[src/core/lsb_alu_regs.vh]
`ifndef LSB_ALU_REGS_VH
`define LSB_ALU_REGS_VH
// Operation codes.
`define LSB_OP_AND 5'h00
`define LSB_OP_OR 5'h01
`define LSB_OP_XOR 5'h02
`define LSB_OP_NOT 5'h03
`define LSB_OP_ARITH_SHIFT_LEFT 5'h04
`define LSB_OP_ARITH_SHIFT_RIGHT 5'h05
`define LSB_OP_LOGICAL_SHIFT_LEFT 5'h06
`define LSB_OP_LOGICAL_SHIFT_RIGHT 5'h07
`define LSB_OP_ROTATE_LEFT 5'h08
`define LSB_OP_ROTATE_RIGHT 5'h09
`define LSB_OP_ROTATE_LEFT_THROUGH_CARRY 5'h0a
`define LSB_OP_ROTATE_RIGHT_THROUGH_CARRY 5'h0b
`define LSB_OP_SET_SELECTED_BIT 5'h0c
`define LSB_OP_CLEAR_SELECTED_BIT 5'h0d
`define LSB_OP_BINV 5'h0e
`define LSB_OP_BTEST 5'h0f
`define LSB_OP_CAND 5'h10
`define LSB_OP_COR 5'h11
`define LSB_OP_CXOR 5'h12
`define LSB_OP_CLOAD 5'h13
`define LSB_OP_CSTORE 5'h14
// Operand sizes.
`define LSB_SIZE_BYTE 2'h0
`define LSB_SIZE_WORD 2'h1
`define LSB_SIZE_LONG 2'h2
// Flag reset values.
`define LSB_FLAG_RESET 1'h0
// Output reset values.
`define LSB_PULSE_RESET 1'h0
`define LSB_RESULT_RESET 32'h00000000
`endif

[src/core/lsb_alu.v]
// Behaviour
// (RULE1) AND destination with register or immediate, byte/word/long, write back.
// (RULE2) OR destination with register or immediate, byte/word/long, write back.
// (RULE3) XOR destination with register or immediate, byte/word/long, write back.
// (RULE4) Invert every bit of destination at the selected size.
// (RULE5) Arithmetic shift by one or two, sign kept on right shifts.
// (RULE6) Logical shift by one or two, zeros fill vacated bits.
// (RULE7) Rotate by one or two, bits wrap to the other end.
// (RULE8) Rotate by one or two through the carry flag.
// (RULE9) Bit index from 3-bit immediate or low three register bits.
// (RULE10) Set the selected byte bit to one and write back.
// (RULE11) Clear the selected byte bit to zero and write back.
// (RULE12) Invert the selected byte bit and write back.
// (RULE13) Bit test loads zero flag with inverse of bit, operand unchanged.
// (RULE14) Carry becomes carry AND selected bit.
// (RULE15) Carry becomes carry OR selected bit.
// (RULE16) Carry becomes carry XOR selected bit.
// (RULE17) Inverted forms use complemented bit and immediate index only.
// (RULE18) Copy selected bit into carry, operand unchanged.
// (RULE19) Copy complement of selected bit into carry, immediate index.
// (RULE20) Store carry into selected bit, other bits kept.
// (RULE21) Store inverted carry into selected bit, immediate index.
// (RULE22) Shifts and rotates load carry with last bit out; set N and Z.
// (RULE23) Logic operations set N from msb, Z on zero, clear V.
`timescale 1ns/1ps
`default_nettype none
`include "lsb_alu_regs.vh"

module lsb_alu (
    input wire clock,
    input wire reset_n,
    input wire start,
    input wire [4:0] op,
    input wire [1:0] size,
    input wire use_imm,
    input wire [31:0] dest_value,
    input wire [31:0] source_register,
    input wire [31:0] imm_value,
    input wire shift_two,
    input wire bit_index_from_reg,
    input wire [2:0] bit_imm,
    input wire invert_bit,
    output reg done,
    output reg write_back,
    output reg [31:0] result,
    output reg flag_c,
    output reg flag_z,
    output reg flag_n,
    output reg flag_v
);

    reg [31:0] next_result;
    reg next_wb;
    reg next_c;
    reg next_z;
    reg next_n;
    reg next_v;
    reg [31:0] mask;
    reg [31:0] sign_mask;
    reg [31:0] opnd;
    reg [31:0] r1;
    reg [31:0] r2;
    reg c1;
    reg c2;
    reg msb;
    reg lsb;
    reg [2:0] idx;
    reg sel_bit;
    reg nz_upd;
    reg is_shift;
    reg right;

    // One combinational pass works out result, flags and write-back together.
    always @* begin
        mask = 32'hffffffff;
        sign_mask = 32'h80000000;
        case (size)
            `LSB_SIZE_BYTE: begin
                mask = 32'h000000ff;
                sign_mask = 32'h00000080;
            end
            `LSB_SIZE_WORD: begin
                mask = 32'h0000ffff;
                sign_mask = 32'h00008000;
            end
            default: begin
                mask = 32'hffffffff;
                sign_mask = 32'h80000000;
            end
        endcase
        opnd = use_imm ? imm_value : source_register;
        // (RULE9) Bit index select.
        // (RULE17) Inverted forms ignore a register index.
        idx = (bit_index_from_reg && !invert_bit) ? source_register[2:0] : bit_imm;
        sel_bit = dest_value[idx];
        // (RULE17) Complemented bit for inverted forms.
        if (invert_bit) begin
            sel_bit = ~sel_bit;
        end
        next_result = dest_value;
        next_wb = 1'b0;
        next_c = flag_c;
        next_z = flag_z;
        next_n = flag_n;
        next_v = flag_v;
        nz_upd = 1'b0;
        is_shift = 1'b0;
        right = op[0];
        r1 = dest_value & mask;
        r2 = r1;
        c1 = flag_c;
        c2 = flag_c;
        msb = 1'b0;
        lsb = 1'b0;
        case (op)
            // (RULE1) Logical AND.
            `LSB_OP_AND: begin
                next_result = dest_value & opnd;
                nz_upd = 1'b1;
            end
            // (RULE2) Logical OR.
            `LSB_OP_OR: begin
                next_result = dest_value | opnd;
                nz_upd = 1'b1;
            end
            // (RULE3) Logical XOR.
            `LSB_OP_XOR: begin
                next_result = dest_value ^ opnd;
                nz_upd = 1'b1;
            end
            // (RULE4) One's complement.
            `LSB_OP_NOT: begin
                next_result = ~dest_value;
                nz_upd = 1'b1;
            end
            `LSB_OP_ARITH_SHIFT_LEFT, `LSB_OP_ARITH_SHIFT_RIGHT,
            `LSB_OP_LOGICAL_SHIFT_LEFT, `LSB_OP_LOGICAL_SHIFT_RIGHT,
            `LSB_OP_ROTATE_LEFT, `LSB_OP_ROTATE_RIGHT,
            `LSB_OP_ROTATE_LEFT_THROUGH_CARRY, `LSB_OP_ROTATE_RIGHT_THROUGH_CARRY: begin
                is_shift = 1'b1;
            end
            // (RULE10) Set bit.
            `LSB_OP_SET_SELECTED_BIT: begin
                next_result[idx] = 1'b1;
                next_wb = 1'b1;
            end
            // (RULE11) Clear bit.
            `LSB_OP_CLEAR_SELECTED_BIT: begin
                next_result[idx] = 1'b0;
                next_wb = 1'b1;
            end
            // (RULE12) Invert bit.
            `LSB_OP_BINV: begin
                next_result[idx] = ~dest_value[idx];
                next_wb = 1'b1;
            end
            // (RULE13) Zero flag from inverse.
            `LSB_OP_BTEST: begin
                next_z = ~dest_value[idx];
            end
            // (RULE14) Carry AND.
            `LSB_OP_CAND: begin
                next_c = flag_c & sel_bit;
            end
            // (RULE15) Carry OR.
            `LSB_OP_COR: begin
                next_c = flag_c | sel_bit;
            end
            // (RULE16) Carry XOR.
            `LSB_OP_CXOR: begin
                next_c = flag_c ^ sel_bit;
            end
            // (RULE18) (RULE19) Bit to carry.
            `LSB_OP_CLOAD: begin
                next_c = sel_bit;
            end
            // (RULE20) (RULE21) Carry to bit.
            `LSB_OP_CSTORE: begin
                next_result[idx] = invert_bit ? ~flag_c : flag_c;
                next_wb = 1'b1;
            end
            default: begin
                next_result = dest_value;
            end
        endcase
        if (is_shift) begin
            msb = r1[31];
            case (size)
                `LSB_SIZE_BYTE: begin
                    msb = r1[7];
                end
                `LSB_SIZE_WORD: begin
                    msb = r1[15];
                end
                default: begin
                    msb = r1[31];
                end
            endcase
            lsb = r1[0];
            if (!right) begin
                c1 = msb;
                // (RULE6) (RULE7) (RULE8) Left fill bit.
                case (op)
                    // Rotate feeds the msb back in, through-carry the old carry.
                    `LSB_OP_ROTATE_LEFT: begin
                        r1 = ((r1 << 1) | {31'h0, msb}) & mask;
                    end
                    `LSB_OP_ROTATE_LEFT_THROUGH_CARRY: begin
                        r1 = ((r1 << 1) | {31'h0, flag_c}) & mask;
                    end
                    default: begin
                        r1 = (r1 << 1) & mask;
                    end
                endcase
            end else begin
                c1 = lsb;
                r1 = r1 >> 1;
                // (RULE5) Sign kept on arithmetic right.
                case (op)
                    `LSB_OP_ARITH_SHIFT_RIGHT: begin
                        r1 = r1 | (msb ? sign_mask : 32'h0);
                    end
                    `LSB_OP_ROTATE_RIGHT: begin
                        r1 = r1 | (lsb ? sign_mask : 32'h0);
                    end
                    `LSB_OP_ROTATE_RIGHT_THROUGH_CARRY: begin
                        r1 = r1 | (flag_c ? sign_mask : 32'h0);
                    end
                    default: begin
                        r1 = r1;
                    end
                endcase
            end
            r2 = r1;
            c2 = c1;
            if (shift_two) begin
                // The second step works on the first step's result and carry.
                case (size)
                    `LSB_SIZE_BYTE: begin
                        msb = r1[7];
                    end
                    `LSB_SIZE_WORD: begin
                        msb = r1[15];
                    end
                    default: begin
                        msb = r1[31];
                    end
                endcase
                lsb = r1[0];
                if (!right) begin
                    c2 = msb;
                    case (op)
                        `LSB_OP_ROTATE_LEFT: begin
                            r2 = ((r1 << 1) | {31'h0, msb}) & mask;
                        end
                        `LSB_OP_ROTATE_LEFT_THROUGH_CARRY: begin
                            r2 = ((r1 << 1) | {31'h0, c1}) & mask;
                        end
                        default: begin
                            r2 = (r1 << 1) & mask;
                        end
                    endcase
                end else begin
                    c2 = lsb;
                    r2 = r1 >> 1;
                    case (op)
                        `LSB_OP_ARITH_SHIFT_RIGHT: begin
                            r2 = r2 | (msb ? sign_mask : 32'h0);
                        end
                        `LSB_OP_ROTATE_RIGHT: begin
                            r2 = r2 | (lsb ? sign_mask : 32'h0);
                        end
                        `LSB_OP_ROTATE_RIGHT_THROUGH_CARRY: begin
                            r2 = r2 | (c1 ? sign_mask : 32'h0);
                        end
                        default: begin
                            r2 = r2;
                        end
                    endcase
                end
            end
            next_result = (dest_value & ~mask) | r2;
            // (RULE22) Carry is last bit out.
            next_c = c2;
            nz_upd = 1'b1;
        end
        if (nz_upd) begin
            next_wb = 1'b1;
            // (RULE23) N, Z from sized result; V cleared by logic only.
            next_z = ((next_result & mask) == 32'h0);
            case (size)
                `LSB_SIZE_BYTE: begin
                    next_n = next_result[7];
                end
                `LSB_SIZE_WORD: begin
                    next_n = next_result[15];
                end
                default: begin
                    next_n = next_result[31];
                end
            endcase
            // Shifts and rotates leave the overflow flag as it was.
            if (!is_shift) begin
                next_v = 1'b0;
            end
            next_result = (dest_value & ~mask) | (next_result & mask);
        end
        // Bit operations always act on a byte operand.
        if (!nz_upd && !is_shift) begin
            next_result = {dest_value[31:8], next_result[7:0]};
        end
    end

    always @(posedge clock) begin
        if (!reset_n) begin
            done <= `LSB_PULSE_RESET;
            write_back <= `LSB_PULSE_RESET;
            result <= `LSB_RESULT_RESET;
        end else begin
            done <= start;
            write_back <= start & next_wb;
            if (start) begin
                result <= next_result;
            end
        end
    end

    // Flags only move on an accepted operation, so the next one reads them.
    always @(posedge clock) begin
        if (!reset_n) begin
            flag_c <= `LSB_FLAG_RESET;
            flag_z <= `LSB_FLAG_RESET;
            flag_n <= `LSB_FLAG_RESET;
            flag_v <= `LSB_FLAG_RESET;
        end else if (start) begin
            flag_c <= next_c;
            flag_z <= next_z;
            flag_n <= next_n;
            flag_v <= next_v;
        end
    end

endmodule // lsb_alu
`default_nettype wire

[config.mk]
export PLATFORM = sky130hd
export DESIGN_NAME = lsb_alu
export DESIGN_NICKNAME = d
export VERILOG_FILES = /design/src/core/lsb_alu.v
export VERILOG_INCLUDE_DIRS = /design/src /design/src/core
export SDC_FILE = /design/constraint.sdc
export NUM_CORES = 1
export LEC_CHECK = 0
export ABC_AREA = 1
export BUFFER_PORTS_ARGS = -buffer_cell sky130_fd_sc_hd__buf_4
export CAP_MARGIN = 20
export CORE_UTILIZATION = 45
export DETAILED_ROUTE_END_ITERATION = 7
export HOLD_SLACK_MARGIN = 0.15
export PLACE_DENSITY = 0.75
export SLEW_MARGIN = 20
export SYNTH_ARGS = -nofsm -noshare
export SYNTH_HDL_FRONTEND = slang
export SYNTH_SLANG_ARGS = --single-unit
[constraint.sdc]
create_clock -name clock -period 2.8 [get_ports clock]
set_clock_uncertainty 0.1 [all_clocks]
set_input_delay 0.42 -clock clock [delete_from_list [all_inputs] [get_ports clock]]
set_output_delay 0.42 -clock clock [all_outputs]
set_load 0.03 [all_outputs]
* Word-level counts from Yosys, hierarchy flattened
Cells that the tools add are included.
** Word-level totals
- Flip-flop bits (word level) :: 37
- Output and inout port bits :: 38
** Cells by class
- Bitwise operators :: 35
- Muxes and demuxes :: 50
- Reduce and logical (&&, ||, !) cells :: 17
- Eq/ne operators :: 21
- $lt $le $gt $ge :: 2
** Operators with widths (count)
- 32-bit 2-to-1 mux :: 15
- 32-bit bitwise AND :: 11
- 32-bit one-hot mux with 2 select lines :: 4
- 32-bit one-hot mux with 8 select lines :: 1
- 31-bit by 32-bit OR with 32-bit output :: 6
- 32-bit one-hot mux with 3 select lines :: 2
- 32-bit by 1-bit OR with 32-bit output :: 4
- 32-bit OR :: 3
- 32-bit bitwise mux :: 2
- 32-bit NOT :: 2
- 5-bit by 4-bit equality test with 1-bit output, second input constant :: 8
- 32-bit zero test :: 1
- 8-bit NOT with 32-bit output :: 1
- 32-bit by 8-bit OR with 32-bit output :: 1
- 32-bit XOR :: 1
- 5-bit equality test, second input constant :: 5
- 5-bit by 3-bit equality test with 1-bit output, second input constant :: 4
- 1-bit 2-to-1 mux :: 19
- 5-bit by 2-bit equality test with 1-bit output, second input constant :: 2
- 4-bit OR reduction :: 2
- 8-bit OR reduction :: 1
- 3-bit by 6-bit less-than comparator with 1-bit output, second input constant :: 1
- 1-bit one-hot mux with 2 select lines :: 3
- 2-bit AND reduction :: 3
- 17 further kinds :: 23

* Depth between registers and ports, before layout
- Depth after elaboration :: 25
- Mapped depth :: 22
- Depth with buffers taken out :: 22

* Worst setup path after synthesis
Ideal clock, no wire load.
- Kind :: in2reg
- Start :: input use_imm
- End :: register flag_z
- Setup time :: 0.070 ns
- Stages :: 21
- Data arrival time :: 2.393 ns
- Path buffers :: 2
- Setup slack :: 0.237 ns
- Cells stage by stage :: clkbuf_1 clkbuf_1 nand2_1 o21ai_0 inv_1 ha_1 nand4_1 o21ai_0 nor2_1 nand3_1 nand2_1 nand2_1 nor2_1 nand2_1 nor2_1 nand4_1 nor2_1 nand3_1 nor2_1 nand2_1 a21oi_1
** On the way
- Cells in the longest elaborated chain, start to end :: 7
- Elaborated cells on any way between the ends :: 9
- Those cells by class :: mux (4); bitwise (4); reduce/logical (1)
** Ends and longest elaborated chain
- from (decl) :: line lsb_alu.v:35 : input wire use_imm,
- 32-bit 2-to-1 mux * :: line lsb_alu.v:91 : opnd = use_imm ? imm_value : source_register;
- 32-bit XOR (tied with other cells) :: line lsb_alu.v:128 : next_result = dest_value ^ opnd;
- 32-bit one-hot mux with 8 select lines * :: line lsb_alu.v:115 : case (op)
- 32-bit 2-to-1 mux * :: line lsb_alu.v:186 : if (is_shift) begin
- 32-bit bitwise AND * :: line lsb_alu.v:290 : next_z = ((next_result & mask) == 32'h0);
- 32-bit zero test * :: line lsb_alu.v:290
- 1-bit 2-to-1 mux * :: line lsb_alu.v:287 : if (nz_upd) begin
- to (signal assigned) :: line lsb_alu.v:332 : flag_z <= `LSB_FLAG_RESET;
- to (signal assigned) :: line lsb_alu.v:337 : flag_z <= next_z;
- to (decl) :: line lsb_alu.v:47 : output reg flag_z,
Every way passes the cells marked *; elsewhere a longest branch is shown, timed or not.
A chain may end at the register's enable or synchronous reset.

* Final worst setup path
- Start :: input op[4]
- End :: register flag_z
** On the way
- Cells in the longest elaborated chain, start to end :: 18
- Elaborated cells on any way between the ends :: 52
- Those cells by class :: eq/ne (16); mux (20); bitwise (10); reduce/logical (6)
** Ends and longest elaborated chain
- from (decl) :: line lsb_alu.v:33 : input wire [4:0] op,
- 5-bit by 4-bit equality test with 1-bit output (tied with other cells) :: line lsb_alu.v:115, lsb_alu.v:219, lsb_alu.v:266
- 32-bit one-hot mux with 3 select lines or 32-bit one-hot mux with 2 select lines (tied branches) :: line lsb_alu.v:219, lsb_alu.v:203
- 32-bit 2-to-1 mux :: line lsb_alu.v:200 : if (!right) begin
- 32-bit 2-to-1 mux :: line lsb_alu.v:186
- 1-bit one-hot mux with 2 select lines :: line lsb_alu.v:238 : case (size)
- 1-bit 2-to-1 mux :: line lsb_alu.v:236 : if (shift_two) begin
- 1-bit 2-to-1 mux :: line lsb_alu.v:186
- 32-bit 2-to-1 mux or 32-bit by 1-bit OR with 32-bit output (tied branches) :: line lsb_alu.v:268, lsb_alu.v:254
- [2 not listed]
- 32-bit 2-to-1 mux :: line lsb_alu.v:250 : if (!right) begin
- 32-bit 2-to-1 mux :: line lsb_alu.v:236
- 32-bit 2-to-1 mux :: line lsb_alu.v:186
- 32-bit OR :: line lsb_alu.v:282 : next_result = (dest_value & ~mask) | r2;
- 32-bit 2-to-1 mux :: line lsb_alu.v:186
- 32-bit bitwise AND :: line lsb_alu.v:290
- 32-bit zero test :: line lsb_alu.v:290
- 1-bit 2-to-1 mux :: line lsb_alu.v:287
Several ways; a longest one is shown, not always the timed one. The select of a mux whose other input is x is not followed.

==> qor.yml <==
finish:
  mostFrequentLayoutCell: "nand2_1"
  layout_area_overhead_pct: 26.3
  diodes: 0
  multiInputGateArea_sq_mm: 0.00486
  fillerInstances: 1529
  num-nets-final: 1617
  final_design_area_no_fill_sq_mm: 0.00846
  layout.area.seq_sq_um: 741
  final_layout_size_suffix_gt1_frac: 0.170
  utilization: 0.582
  final_cell_mix: "nand2_1 (422), buf_4 (208), inv_1 (204), o21ai_0 (136), nor2_1 (112)"
timing:
  worst_pin_slew_ns: 0.763
  maxClockFrequency_mhz: 378
  relSlewSlack: 0.488
  min_period_ns: 2.64
  whs_ns: 0.346
  setup_violations: 0
  number_of_pins_with_negative_max_slew_slack_in_the_final_report: 0
  hold_viol: 0
  final.period_utilization: 0.944
  rsz0062_at_grt: "true"
  final.setup.worst_slack_ns: 0.156
flow_run:
  max_cap_viol_count: 0
synth:
  number_of_enable_flip_flop_cells_after_synthesis: 0
  postSynthCellCount: 1282
  postSynth.asyncResetShare: 0
  ys.flop_type: "dfxtp_1"
  ys_warn_count: 0
  yosys_register_bits: 37
  syn_area_per_cell_sq_um: 5.22
  synth_area_sq_mm: 0.00670
  syn_nets: 1461
  yosysSeqAreaShare: 0.111
  synth_cell_type_count: 41
power:
  powerDensity_mw_per_mm2: 285
  ir_worst_vdd_v: 0.000254
  power.leakage_nw: 4.90
worst_hold_path:
  min_from: "reset_n"
  worst_hold_path_type: "in2reg"
status:
  outcome: "complete, no violations"
detailed_routing:
  drtAntennaViolNets: 0
  detailroute.via_count: 8819
  remaining_drc_errors: 0
  detail_route.iter0.violations: 771
  final_wl_um: 24800
  drt-wirelength-per-cell_um: 15.3
  drtPass1Iterations: 6
  drt-vias-per-instance: 5.44
grt:
  grt.total_usage: 0.329
  wire_length_of_the_first_global_routing_pass_um: 39500
  initial_antenna_violation_count: 0
  first_global_vias: 8135
  grt_start_max_net_pins: 56
  global_route_total_overflow: 0
critical_path:
  critical_path.max_fanout: 26
  critical_path.endpoint_type: "flop"
  worst_path_largest_cell_delay_ns: 0.22
  crit_required_ns: 2.91
  critPathLaunchType: "input port"
  critical_path.startpoint: "op[4]"
  reg2reg_from: "flag_c$_SDFFE_PN0P_"
  wp_data_arrival_ns: 2.75
  critical_path.cell_chain: "buf_4 > inv_2 > buf_4 > nand3_2 > inv_2 > nand2_1 > nand2_1 > nor2_1 > nand3_1 > nand2_1 > nand2_1 > nor2_1 > nand2_1 > nor2_1 > nand4_1 > nor2_1 > nand3_1 > nor2_1 > nand2_1 > a21oi_1"
  path_common_cell: "nand2_1"
  kind_of_critical_path: "in2reg"
  cpMaxStageDelayCell: "inv_2"
die:
  chipHeight_um: 124
  die_w_um: 124
  boundaryPins: 151
  start_util: 0.461
  placement_rows: 44
  placeableCoreArea_sq_mm: 0.0145
  fp.dieArea_sq_mm: 0.0154
place:
  dp.final_hpwl_um: 19500
  finalWeightedCongestion: 0.991
  port_buffers: 149
  dpl_cell_area_sq_mm: 0.00827
  post-place-ws_ns: -0.217
cts:
  clock_sinks: 37
  clock_insertion_delay_worst_skew_ns: 0.27
  cts.htree.levels: 2
  clk_pin_slew_ns: 0.05
  ctsRootBufferMaster: "clkbuf_16"
  cts_buffers: 5
  cts.path.max_buffers: 2
  cts_tree: "done"
  post-cts-setup-buffers: 0
  post_cts_hold_buffer_count: 0
==> synth_stat cells (2+ instances only) <==
| cell | number | area (sq um) |
|---|---|---|
| o211ai_1 | 17 | 128 |
| nor2_1 | 113 | 424 |
| nand3_2 | 4 | 40.0 |
| nor2_2 | 3 | 18.8 |
| buf_6 | 2 | 22.5 |
| o21ai_1 | 8 | 40.0 |
| inv_1 | 204 | 766 |
| nand2_2 | 2 | 12.5 |
| inv_2 | 9 | 33.8 |
| nand2_1 | 422 | 1580 |
| o221ai_1 | 2 | 17.5 |
| buf_2 | 24 | 120 |
| o31ai_1 | 2 | 15.0 |
| buf_1 | 3 | 11.3 |
| nor4_1 | 2 | 12.5 |
| nand3_1 | 91 | 455 |
| o21bai_1 | 2 | 15.0 |
| ha_1 | 66 | 826 |
| o21ai_0 | 137 | 686 |
| nand4_1 | 25 | 156 |
| clkbuf_1 | 30 | 113 |
| a221oi_1 | 4 | 35.0 |
| o22ai_1 | 2 | 12.5 |
| a31oi_1 | 5 | 31.3 |
| a21oi_1 | 46 | 230 |
| buf_4 | 5 | 37.5 |
| dfxtp_1 | 37 | 741 |
| or2_2 | 2 | 12.5 |
==> report_power, final <==
| group | switching [mW] | total [mW] | internal (mW) |
|---|---|---|---|
| Combinational | 0.750 | 1.21 | 0.460 |
| Sequential | 0.0216 | 0.587 | 0.566 |
| Clock | 0.199 | 0.611 | 0.413 |
| Total | 0.970 | 2.41 | 1.44 |
==> layout make-up <==
class	count	area share
Sequential cell	37	0.0876
Clock buffer	5	0.0148
Clock inverter	2	0.00414
Inverter	214	0.0950
Timing Repair Buffer	213	0.197
Tap cell	184	0.0272
Multi-Input combinational cell	967	0.575
==> cell families after synthesis <==
kind of cell / share of synthesized area
simple gates: 0.409
buf+inv: 0.165
compound gates: 0.189
fa+ha+maj: 0.123
flops: 0.111
xor+xnor: 0.00131
other cells: 0.000560
==> routing by layer <==
| metal | wire (um) | global-route usage |
|---|---|---|
| met3 | 1760 | 0.0517 |
| met5 | 0 | 0 |
| met2 | 11500 | 0.572 |
| met1 | 9780 | 0.374 |
| met4 | 1720 | 0.209 |
==> metrics by stage <==
step	cells	power (mW)	setup TNS [ns]
after floorplan	1282	1.29	0
after global placement	1615	1.77	-0.183
after detailed placement	1615	1.78	-0.260
after CTS	1622	2.40	0
after global routing	1622	2.58	-0.00443
final	1622	2.41	0
==> flip-flops by register name, indices dropped and copies added, names as in the netlist <==
register and count:
flag_z 1, done 1, result 32, write_back 1, flag_c 1, flag_n 1
==> critical path: cells and delay by family <==
family	cells	cell delay, ns
AO/OA/AOI/OAI	1	0.10
buffers and inverters	4	0.63
AND/OR/NAND/NOR	15	1.59
==> final timing paths <==
check	end	slack (ns)	depth (start not counted)
max	flag_z$_SDFFE_PN0P_	0.16	20
min	done$_SDFF_PN0_	0.35	3
max reg2reg	flag_z$_SDFFE_PN0P_	0.51	13
min reg2reg	result[27]$_SDFFE_PN0P_	0.36	2
==> repair_timing <==
| action | CTS | global route |
|---|---|---|
| hold endpoints to repair | 0 | 0 |
| endpoints found under the setup margin | 0 | 2 |
| gates resized for setup | 0 | 6 |
Note: power is estimated with default switching activity, not from simulation.
